[src/dcp_pkg.sv]
// Package with constants for the dual clock prescaler block
package dcp_pkg;
   localparam int SYS_WIDTH = 13;
   localparam int WATCH_WIDTH = 5;
   localparam logic [12:0] SYS_RESET = 13'h0000;
   localparam logic [4:0] WATCH_RESET = 5'h00;
   // Subclock input tick divided by four before the watch prescaler
   localparam logic [1:0] SUB_DIV_LAST = 2'h3;
   // Register map of the plain port
   localparam logic [3:0] ADDR_SYSCTL = 4'h0;
   localparam logic [3:0] ADDR_TMODE = 4'h1;
   localparam logic [3:0] ADDR_STATUS = 4'h2;
   // Field positions
   localparam int MSD_LO_POS = 0;
   localparam int MSD_HI_POS = 1;
   localparam int MED_SPEED_POS = 2;
   localparam int SYS_HALT_POS = 3;
   localparam int TCS_MID_POS = 2;
   localparam int TCS_HI_POS = 3;
   localparam logic [3:0] SYSCTL_RESET = 4'h0;
   localparam logic [3:0] TMODE_RESET = 4'h0;
   // Medium-speed divide codes and factors
   localparam logic [1:0] MSD_DIV64 = 2'h0;
   localparam logic [1:0] MSD_DIV32 = 2'h1;
   localparam logic [1:0] MSD_DIV16 = 2'h2;
   localparam logic [1:0] MSD_DIV8 = 2'h3;
   localparam logic [5:0] MSD_LAST64 = 6'h3f;
   localparam logic [5:0] MSD_LAST32 = 6'h1f;
   localparam logic [5:0] MSD_LAST16 = 6'h0f;
   localparam logic [5:0] MSD_LAST8 = 6'h07;
   typedef enum logic [1:0] {
      DCP_RUN = 2'b00,
      DCP_MEDIUM = 2'b01,
      DCP_HALTED = 2'b10
   } dcp_mode_t;
endpackage

[src/dcp_med_div.sv]
// Medium-speed divider producing the system prescaler advance tick
`timescale 1ns/1ps
module dcp_med_div (
   input wire logic clock,
   input wire logic sys_rst,
   input wire logic enable,
   input wire logic [1:0] divide_sel,
   output logic tick
);
   import dcp_pkg::*;
   logic [5:0] count_reg;
   logic [5:0] last;
   always_comb begin
      case (divide_sel)
         MSD_DIV64: last = MSD_LAST64;
         MSD_DIV32: last = MSD_LAST32;
         MSD_DIV16: last = MSD_LAST16;
         MSD_DIV8: last = MSD_LAST8;
         default: last = MSD_LAST64;
      endcase
   end
   always_ff @(posedge clock) begin
      if (sys_rst || !enable || count_reg >= last) begin
         count_reg <= 6'h00;
      end else begin
         count_reg <= count_reg + 6'h01;
      end
   end
   assign tick = enable && (count_reg >= last);
endmodule

[src/dcp_prescalers.sv]
// Top of the dual clock prescaler block: system and watch prescalers
//
// Functional notes
// RQ1: System prescaler is 13-bit, +1 per clock
// RQ2: Reset clears system prescaler, counts after release
// RQ3: Halted oscillator stops and clears system prescaler
// RQ4: No software path to the system count
// RQ5: Taps /2../8192 system, /2../128 watch; the 5 watch taps here give subclock /8../128
// RQ6: Taps shared; each peripheral selects its own
// RQ7: Medium speed feeds divided clock to prescaler
// RQ8: Divide select offers 1/64, 1/32, 1/16, 1/8
// RQ9: Watch prescaler 5-bit, subclock divided by four
// RQ10: Reset clears watch prescaler, counts after release
// RQ11: Watch prescaler runs in all low-power modes
// RQ12: Both clock-select bits written one clear watch
// RQ13: Watch taps routed to timekeeping timer
// RQ14: Both counters wrap; taps from counter bits
//
// Decided for this implementation: the address-and-strobe port and the register addresses.
`timescale 1ns/1ps
module dcp_prescalers (
   input wire logic clock,
   input wire logic sys_rst,
   input wire logic [3:0] addr,
   input wire logic [7:0] wdata,
   input wire logic wr_en,
   input wire logic rd_en,
   output logic [7:0] rdata,
   input wire logic sub_tick,
   output logic [dcp_pkg::SYS_WIDTH-1:0] sys_taps,
   output logic [dcp_pkg::WATCH_WIDTH-1:0] watch_taps,
   output logic [dcp_pkg::WATCH_WIDTH-1:0] timekeeping_taps
);
   import dcp_pkg::*;

   logic [3:0] system_control_one_reg;
   logic [3:0] timekeeping_timer_mode_reg;
   logic [SYS_WIDTH-1:0] system_clock_prescaler_reg;
   logic [WATCH_WIDTH-1:0] watch_clock_prescaler_reg;
   logic [1:0] sub_phase_reg;
   logic [5:0] med_gap_reg;
   logic [5:0] chk_last;
   dcp_mode_t mode;
   logic med_tick;
   logic watch_tick;
   logic sys_advance;
   logic watch_clear;
   logic [1:0] divide_sel;

   assign divide_sel = {system_control_one_reg[MSD_HI_POS], system_control_one_reg[MSD_LO_POS]};

   always_comb begin
      if (system_control_one_reg[SYS_HALT_POS]) begin
         mode = DCP_HALTED;
      end else if (system_control_one_reg[MED_SPEED_POS]) begin
         mode = DCP_MEDIUM;
      end else begin
         mode = DCP_RUN;
      end
   end

   // Control registers; halt bit stands for standby/watch/sub modes
   always_ff @(posedge clock) begin
      if (sys_rst) begin
         system_control_one_reg <= SYSCTL_RESET;
      end else if (wr_en && addr == ADDR_SYSCTL) begin
         system_control_one_reg <= wdata[3:0];
      end
   end

   always_ff @(posedge clock) begin
      if (sys_rst) begin
         timekeeping_timer_mode_reg <= TMODE_RESET;
      end else if (wr_en && addr == ADDR_TMODE) begin
         timekeeping_timer_mode_reg <= wdata[3:0];
      end
   end

   // Clear pulse when software writes ones to both select bits
   assign watch_clear = wr_en && addr == ADDR_TMODE && wdata[TCS_HI_POS] && wdata[TCS_MID_POS]; // [RQ12]

   // Read path: system count is not visible
   always_ff @(posedge clock) begin
      if (sys_rst) begin
         rdata <= 8'h00;
      end else if (rd_en) begin
         case (addr)
            ADDR_SYSCTL: rdata <= {4'h0, system_control_one_reg};
            ADDR_TMODE: rdata <= {4'h0, timekeeping_timer_mode_reg};
            ADDR_STATUS: rdata <= {3'h0, watch_clock_prescaler_reg}; // [RQ4]
            default: rdata <= 8'h00;
         endcase
      end else begin
         rdata <= 8'h00;
      end
   end

   dcp_med_div u_med_div (
      .clock(clock),
      .sys_rst(sys_rst),
      .enable(mode == DCP_MEDIUM),
      .divide_sel(divide_sel),
      .tick(med_tick)
   );

   dcp_watch_div u_watch_div (
      .clock(clock),
      .sys_rst(sys_rst),
      .sub_tick(sub_tick),
      .tick(watch_tick)
   );

   always_comb begin
      case (mode)
         DCP_RUN: sys_advance = 1'b1; // [RQ1]
         DCP_MEDIUM: sys_advance = med_tick; // [RQ7] [RQ8]
         DCP_HALTED: sys_advance = 1'b0;
         default: sys_advance = 1'b0;
      endcase
   end

   always_ff @(posedge clock) begin
      if (sys_rst) begin
         system_clock_prescaler_reg <= SYS_RESET; // [RQ2]
      end else if (mode == DCP_HALTED) begin
         system_clock_prescaler_reg <= SYS_RESET; // [RQ3]
      end else if (sys_advance) begin
         system_clock_prescaler_reg <= system_clock_prescaler_reg + 13'h0001; // [RQ1] [RQ14]
      end
   end

   // Watch prescaler ignores the halt bit
   always_ff @(posedge clock) begin
      if (sys_rst || watch_clear) begin
         watch_clock_prescaler_reg <= WATCH_RESET; // [RQ10] [RQ12]
      end else if (watch_tick) begin
         watch_clock_prescaler_reg <= watch_clock_prescaler_reg + 5'h01; // [RQ9] [RQ11] [RQ14]
      end
   end

   // System tap n carries the clock divided by 2^(n+1) in run mode; watch tap n carries the subclock divided by 2^(n+3)
   assign sys_taps = system_clock_prescaler_reg; // [RQ5] [RQ6]
   assign watch_taps = watch_clock_prescaler_reg; // [RQ5]
   assign timekeeping_taps = watch_clock_prescaler_reg; // [RQ13]

   // Checker-only phase of the subclock pulses, kept apart from the divider
   always_ff @(posedge clock) begin
      if (sys_rst) begin
         sub_phase_reg <= 2'h0;
      end else if (sub_tick) begin
         sub_phase_reg <= sub_phase_reg + 2'h1;
      end
   end

   // Checker-only count of clocks since the last medium-speed step
   always_ff @(posedge clock) begin
      if (sys_rst || mode != DCP_MEDIUM || sys_advance) begin
         med_gap_reg <= 6'h00;
      end else begin
         med_gap_reg <= med_gap_reg + 6'h01;
      end
   end

   // Checker-only last gap value for the selected divide code
   always_comb begin
      case (divide_sel)
         MSD_DIV32: chk_last = MSD_LAST32;
         MSD_DIV16: chk_last = MSD_LAST16;
         MSD_DIV8: chk_last = MSD_LAST8;
         default: chk_last = MSD_LAST64;
      endcase
   end

   a_sys_count_step: assert property (@(posedge clock) disable iff (sys_rst) // [RQ1]
      (mode == DCP_RUN && $past(mode == DCP_RUN) && !$past(sys_rst))
      |-> system_clock_prescaler_reg == $past(system_clock_prescaler_reg) + 13'h0001)
      else $error("system prescaler did not step by one");

   a_sys_reset_zero: assert property (@(posedge clock) // [RQ2]
      $past(sys_rst) |-> system_clock_prescaler_reg == SYS_RESET)
      else $error("system prescaler not cleared by reset");

   a_sys_halt_clear: assert property (@(posedge clock) disable iff (sys_rst) // [RQ3]
      mode == DCP_HALTED |=> system_clock_prescaler_reg == SYS_RESET
         || !$past(mode == DCP_HALTED))
      else $error("system prescaler not held clear while halted");

   a_med_slow: assert property (@(posedge clock) disable iff (sys_rst) // [RQ7]
      (mode == DCP_MEDIUM && sys_advance) |=> (!sys_advance || mode != DCP_MEDIUM) [*7])
      else $error("medium speed advanced faster than 1/8");

   a_watch_reset_zero: assert property (@(posedge clock) // [RQ10]
      $past(sys_rst) |-> watch_clock_prescaler_reg == WATCH_RESET)
      else $error("watch prescaler not cleared by reset");

   a_watch_clear_write: assert property (@(posedge clock) disable iff (sys_rst) // [RQ12]
      watch_clear |=> watch_clock_prescaler_reg == WATCH_RESET)
      else $error("watch prescaler not cleared by select write");

   a_watch_in_halt: assert property (@(posedge clock) disable iff (sys_rst) // [RQ11]
      (watch_tick && !watch_clear && mode == DCP_HALTED)
      |=> watch_clock_prescaler_reg == $past(watch_clock_prescaler_reg) + 5'h01)
      else $error("watch prescaler stopped in low-power mode");

   a_watch_div_four: assert property (@(posedge clock) disable iff (sys_rst) // [RQ9]
      watch_tick |-> (sub_tick && sub_phase_reg == SUB_DIV_LAST))
      else $error("watch tick not on every fourth subclock pulse");

   a_watch_div_due: assert property (@(posedge clock) disable iff (sys_rst) // [RQ9]
      (sub_tick && sub_phase_reg == SUB_DIV_LAST) |-> watch_tick)
      else $error("fourth subclock pulse gave no watch tick");

   a_watch_step: assert property (@(posedge clock) disable iff (sys_rst) // [RQ9]
      ($past(watch_tick) && !$past(watch_clear) && !$past(sys_rst))
      |-> watch_clock_prescaler_reg == $past(watch_clock_prescaler_reg) + 5'h01)
      else $error("watch prescaler did not step on its tick");

   a_watch_hold: assert property (@(posedge clock) disable iff (sys_rst) // [RQ9]
      (!$past(watch_tick) && !$past(watch_clear) && !$past(sys_rst))
      |-> watch_clock_prescaler_reg == $past(watch_clock_prescaler_reg))
      else $error("watch prescaler moved without a tick");

   a_watch_wrap: assert property (@(posedge clock) disable iff (sys_rst) // [RQ14]
      ($past(watch_tick) && !$past(watch_clear) && !$past(sys_rst)
         && $past(watch_clock_prescaler_reg) == '1)
      |-> watch_clock_prescaler_reg == WATCH_RESET)
      else $error("watch prescaler did not wrap to zero");

   a_sys_halt_hold: assert property (@(posedge clock) disable iff (sys_rst) // [RQ3]
      (mode == DCP_HALTED && $past(mode == DCP_HALTED) && !$past(sys_rst))
      |-> system_clock_prescaler_reg == SYS_RESET)
      else $error("system prescaler not zero during halt");

   a_sys_no_jump: assert property (@(posedge clock) disable iff (sys_rst) // [RQ14]
      (!$past(sys_rst) && $past(mode) != DCP_HALTED)
      |-> (system_clock_prescaler_reg == $past(system_clock_prescaler_reg)
         || system_clock_prescaler_reg == $past(system_clock_prescaler_reg) + 13'h0001))
      else $error("system prescaler jumped");

   a_sys_wrap: assert property (@(posedge clock) disable iff (sys_rst) // [RQ14]
      ($past(mode == DCP_RUN) && !$past(sys_rst) && $past(system_clock_prescaler_reg) == '1)
      |-> system_clock_prescaler_reg == SYS_RESET)
      else $error("system prescaler did not wrap to zero");

   a_tap_bit_zero: assert property (@(posedge clock) disable iff (sys_rst) // [RQ5]
      ($past(mode == DCP_RUN) && !$past(sys_rst)) |-> sys_taps[0] != $past(sys_taps[0]))
      else $error("first system tap did not toggle each clock");

   a_med_step: assert property (@(posedge clock) disable iff (sys_rst) // [RQ7]
      ($past(mode == DCP_MEDIUM) && $past(sys_advance) && !$past(sys_rst))
      |-> system_clock_prescaler_reg == $past(system_clock_prescaler_reg) + 13'h0001)
      else $error("medium speed tick did not step the prescaler");

   a_med_hold: assert property (@(posedge clock) disable iff (sys_rst) // [RQ7]
      ($past(mode == DCP_MEDIUM) && !$past(sys_advance) && !$past(sys_rst))
      |-> system_clock_prescaler_reg == $past(system_clock_prescaler_reg))
      else $error("prescaler moved between medium speed ticks");

   a_med_div64: assert property (@(posedge clock) disable iff (sys_rst) // [RQ8]
      (mode == DCP_MEDIUM && divide_sel == MSD_DIV64 && sys_advance)
      |-> med_gap_reg >= MSD_LAST64)
      else $error("divide by 64 stepped early");

   a_med_div32: assert property (@(posedge clock) disable iff (sys_rst) // [RQ8]
      (mode == DCP_MEDIUM && divide_sel == MSD_DIV32 && sys_advance)
      |-> med_gap_reg >= MSD_LAST32)
      else $error("divide by 32 stepped early");

   a_med_div16: assert property (@(posedge clock) disable iff (sys_rst) // [RQ8]
      (mode == DCP_MEDIUM && divide_sel == MSD_DIV16 && sys_advance)
      |-> med_gap_reg >= MSD_LAST16)
      else $error("divide by 16 stepped early");

   a_med_div8: assert property (@(posedge clock) disable iff (sys_rst) // [RQ8]
      (mode == DCP_MEDIUM && divide_sel == MSD_DIV8 && sys_advance)
      |-> med_gap_reg >= MSD_LAST8)
      else $error("divide by 8 stepped early");

   a_med_tick_due: assert property (@(posedge clock) disable iff (sys_rst) // [RQ8]
      (mode == DCP_MEDIUM && med_gap_reg == chk_last) |-> sys_advance)
      else $error("medium speed step missing at end of period");

   a_rd_idle_zero: assert property (@(posedge clock) disable iff (sys_rst) // [RQ4]
      (!$past(rd_en) && !$past(sys_rst)) |-> rdata == 8'h00)
      else $error("read data not zero outside a read");

   a_rd_status: assert property (@(posedge clock) disable iff (sys_rst) // [RQ4]
      ($past(rd_en) && $past(addr) == ADDR_STATUS && !$past(sys_rst))
      |-> rdata == {3'h0, $past(watch_clock_prescaler_reg)})
      else $error("status read did not return watch count");

   a_rd_unmapped: assert property (@(posedge clock) disable iff (sys_rst) // [RQ4]
      ($past(rd_en) && $past(addr) > ADDR_STATUS && !$past(sys_rst)) |-> rdata == 8'h00)
      else $error("unmapped read returned data");

   a_ctl_write: assert property (@(posedge clock) disable iff (sys_rst) // [RQ3]
      ($past(wr_en) && $past(addr) == ADDR_SYSCTL && !$past(sys_rst))
      |-> system_control_one_reg == $past(wdata[3:0]))
      else $error("control write did not land");

   a_tmode_keep: assert property (@(posedge clock) disable iff (sys_rst) // [RQ12]
      watch_clear
      |=> (timekeeping_timer_mode_reg[TCS_HI_POS] && timekeeping_timer_mode_reg[TCS_MID_POS]))
      else $error("clock select bits not stored after clear write");

   a_tap_routing: assert property (@(posedge clock) // [RQ13]
      timekeeping_taps == watch_taps && watch_taps == watch_clock_prescaler_reg)
      else $error("timekeeping taps not routed from watch prescaler");
endmodule

[src/dcp_watch_div.sv]
// Fixed divide-by-four on the subclock tick for the watch prescaler
`timescale 1ns/1ps
module dcp_watch_div (
   input wire logic clock,
   input wire logic sys_rst,
   input wire logic sub_tick,
   output logic tick
);
   import dcp_pkg::*;
   logic [1:0] count_reg;
   always_ff @(posedge clock) begin
      if (sys_rst) begin
         count_reg <= 2'h0;
      end else if (sub_tick) begin
         count_reg <= count_reg + 2'h1;
      end
   end
   assign tick = sub_tick && (count_reg == SUB_DIV_LAST);
endmodule

[config.mk]
export PLATFORM = sky130hd
export DESIGN_NAME = dcp_prescalers
export DESIGN_NICKNAME = d
export VERILOG_FILES = /design/src/dcp_pkg.sv /design/src/dcp_med_div.sv /design/src/dcp_prescalers.sv /design/src/dcp_watch_div.sv
export SDC_FILE = /design/constraint.sdc
export NUM_CORES = 1
export LEC_CHECK = 0
export BUFFER_PORTS_ARGS = -buffer_cell sky130_fd_sc_hd__buf_2
export CAP_MARGIN = 20
export CORE_MARGIN = 2
export CORE_UTILIZATION = 40
export DETAILED_ROUTE_END_ITERATION = 10
export HOLD_SLACK_MARGIN = 0.08
export PLACE_DENSITY = 0.66
export SLEW_MARGIN = 5
export SYNTH_ARGS = -nofsm -noshare
export SYNTH_HDL_FRONTEND = slang
export SYNTH_SLANG_ARGS = --single-unit
export TNS_END_PERCENT = 50
[constraint.sdc]
create_clock -name clock -period 4.6 [get_ports clock]
set_input_delay 0.69 -clock clock [delete_from_list [all_inputs] [get_ports clock]]
set_output_delay 0.69 -clock clock [all_outputs]
set_load 0.02 [all_outputs]
==> results.toml <==
[sta]
maxSlewHeadroom = 0.550
tns_ns = 0
worstMarginPinSlew_ns = 0.675
finalSetupViolCount = 0
grt_setup_unrepaired = "no"
min_period_ns = 2.23
finalHoldViolations = 0
max_freq_ghz = 0.448
setup_slack_ns = 2.37
hold-worst-slack_ns = 0.455
fin_crit_sh = 0.485
drv_slew = 0
fin_skew_ns = 0.00641

[synth]
yosysMostFrequentCell = "dfxtp_1"
async_flop_share = 0
yosysWarnings = 0
synth_top_area_share = 0.438
netlist_instances = 199
synth_enable_flop_cells = 0
synth_area_leaders = "dfxtp_1 (44%), mux2i_1 (8.4%), nor2_1 (7.4%)"
ys_seq_elements = 39
synthTopCellsByCount = "dfxtp_1 (39), nor2_1 (35), mux2i_1 (15)"
yosysSeqAreaShare = 0.438
ys_types = 33
yosysTopAreaCell = "dfxtp_1"
syn_area_um2 = 1780
ys.flop_type = "dfxtp_1"
avgSynthCellArea_um2 = 8.96

[run]
max-cap-violations = 0

[finish]
seqCellArea_um2 = 781
final_core_util = 0.478
largest_register_ffs = 13
antenna_cells = 0
areaGrowthSynthToFinish_pct = 16.0
drive_gt1_frac = 0.216
multi_input_area_um2 = 918
fill_cells = 434
fin_nets = 259
final_area_um2 = 2070
instances_no_fill = 288

[global_route]
grt_pass1_vias = 1286
antenna_found_initial = 0
grt_usage = 0.141
grt_start_max_net_pins = 21
grt_pass1_wl_mm = 5.69
grt-ovfl-total = 0

[worst_setup_path]
required_ns = 4.82
path_class = "reg2reg"
slowest_stage = "a22o_1"
critPathLaunchType = "register"
worst_path_largest_cell_delay_ns = 0.62
endpoint_kind = "register"
cp_max_fo = 20
crit_chain = "or2_2, ha_1, nor4b_1, a22o_1, nand2_1, nor2_1"
worstPathArrival_ns = 2.46

[clock_tree]
cts_resized = 0
cts_buffer_depth = 2
cts_root_buf = "clkbuf_8"
cts_hold_buf = 0
insertion_delay_ns = 0.29
htree_num_levels = 2
path_clk_slew_ns = 0.07
post_cts_buffers = 0
cts_tree = "built"
numCtsBuffers = 5
cts.sinks = 39

[placement]
port_buffers = 40
place.gp.congestion = 0.804
dp_hpwl_mm = 2.50
dp_cells = 280
place_ws_ns = 2.38
place_area_um2 = 1970

[drt]
drtPass1Iterations = 5
postRouteWirelength_mm = 3.41
via_count = 1480
drcViolationCount = 0
via_per_inst = 5.14
wl_per_cell_um = 11.8
antenna_left = 0
drt-initial-drc-count = 133

[status]
status = "completed"

[power_and_ir_drop]
seqPwrFrac = 0.542
power.density_nw_per_um2 = 311
combPwrFrac = 0.068
cell_internal_pwr_mw = 0.496
ir_worst_vdd_v = 0.000108
clockPowerShare = 0.390
switchingPower_mw = 0.146
p_total_mw = 0.643
p_leak_nw = 0.966
swShare = 0.227

[die]
die-area_um2 = 5010
core_um2 = 4320
io_pins = 48
die_y_um = 70.8
start_util = 0.412
die_x_um = 70.8
num_rows = 24

[hold_path]
hold_class = "reg2reg"
[critical path, delay by kind of cell, from the launching register on]
kind,cells,cell delay [ns]
compound gates,1,0.62
fa+ha+maj,1,0.19
flops,1,0.33
simple gates,4,1.02
[kinds of logic after synthesis]
| group | Yosys count | share of synthesized area |
|---|---|---|
| other cells | 1 | 0.00210 |
| fa+ha+maj | 7 | 0.0491 |
| xor+xnor | 10 | 0.0491 |
| simple gates | 84 | 0.224 |
| buf+inv | 14 | 0.0512 |
| mux | 15 | 0.0842 |
| flops | 39 | 0.438 |
| compound gates | 29 | 0.102 |
[routing by layer]
metal / wire, um / vias up / GRT usage
li1: - / 762 / -
met1: 1640 / 679 / 0.184
met2: 1540 / 31 / 0.218
met3: 151 / 8 / 0.0299
met4: 79 / 0 / 0.0755
met5: 0 / - / 0
[layout by cell type, fill, tap and decap left out]
master | synthesis | routed
buf_2 | 1 | 40
dfxtp_1 | 39 | 39
nor2_1 | 35 | 35
mux2i_1 | 15 | 15
nand3_1 | 14 | 14
a21oi_1 | 14 | 14
nand2_1 | 13 | 13
xor2_1 | 7 | 7
ha_1 | 7 | 7
clkbuf_8 | 0 | 7
o31ai_1 | 5 | 5
or4_1 | 5 | 5
and3_1 | 4 | 4
or3_1 | 4 | 4
o21ai_0 | 3 | 3
xnor2_1 | 3 | 3
conb_1 | 1 | 3
or2_2 | 2 | 2
nor2b_1 | 2 | 2
a31o_2 | 2 | 2
and2_1 | 1 | 1
nor4b_1 | 1 | 1
a22o_1 | 1 | 1
o21bai_1 | 1 | 1
and4_1 | 1 | 1
nand3b_1 | 1 | 1
nor3_1 | 1 | 1
a221oi_1 | 1 | 1
o311ai_0 | 1 | 1
o41ai_1 | 1 | 1
inv_1 | 1 | 1
clkbuf_1 | 3 | 1
[layout make-up]
cell class	count	share of cell area
Multi-Input combinational cell	148	0.444
Sequential cell	39	0.377
Timing Repair Buffer	40	0.0968
Clock buffer	8	0.0484
Tap cell	52	0.0315
Inverter	1	0.00181
[path summary, 6_finish.rpt]
check | slack (ns) | endpoint | cells past startpoint | start
min reg2reg | 0.46 | u_med_div.count_reg[0]$_SDFF_PP0_ | 1 | u_med_div.count_reg[0]$_SDFF_PP0_
max | 2.37 | u_med_div.count_reg[2]$_SDFF_PP0_ | 6 | system_control_one_reg[0]$_SDFFE_PP0P_
min | 0.46 | u_med_div.count_reg[0]$_SDFF_PP0_ | 1 | u_med_div.count_reg[0]$_SDFF_PP0_
max reg2reg | 2.37 | u_med_div.count_reg[2]$_SDFF_PP0_ | 6 | system_control_one_reg[0]$_SDFFE_PP0P_
[power by group through the flow]
stage	clock network (mW)	logic [mW]	registers, mW
3_3_place_gp	0	0.0431	0.356
3_5_place_dp	0	0.0438	0.356
5_1_grt	0.271	0.0493	0.349
2_1_floorplan	0	0.0274	0.359
4_1_cts	0.262	0.0440	0.348
6_report	0.250	0.0437	0.348
(Power assumes the default switching activity.)
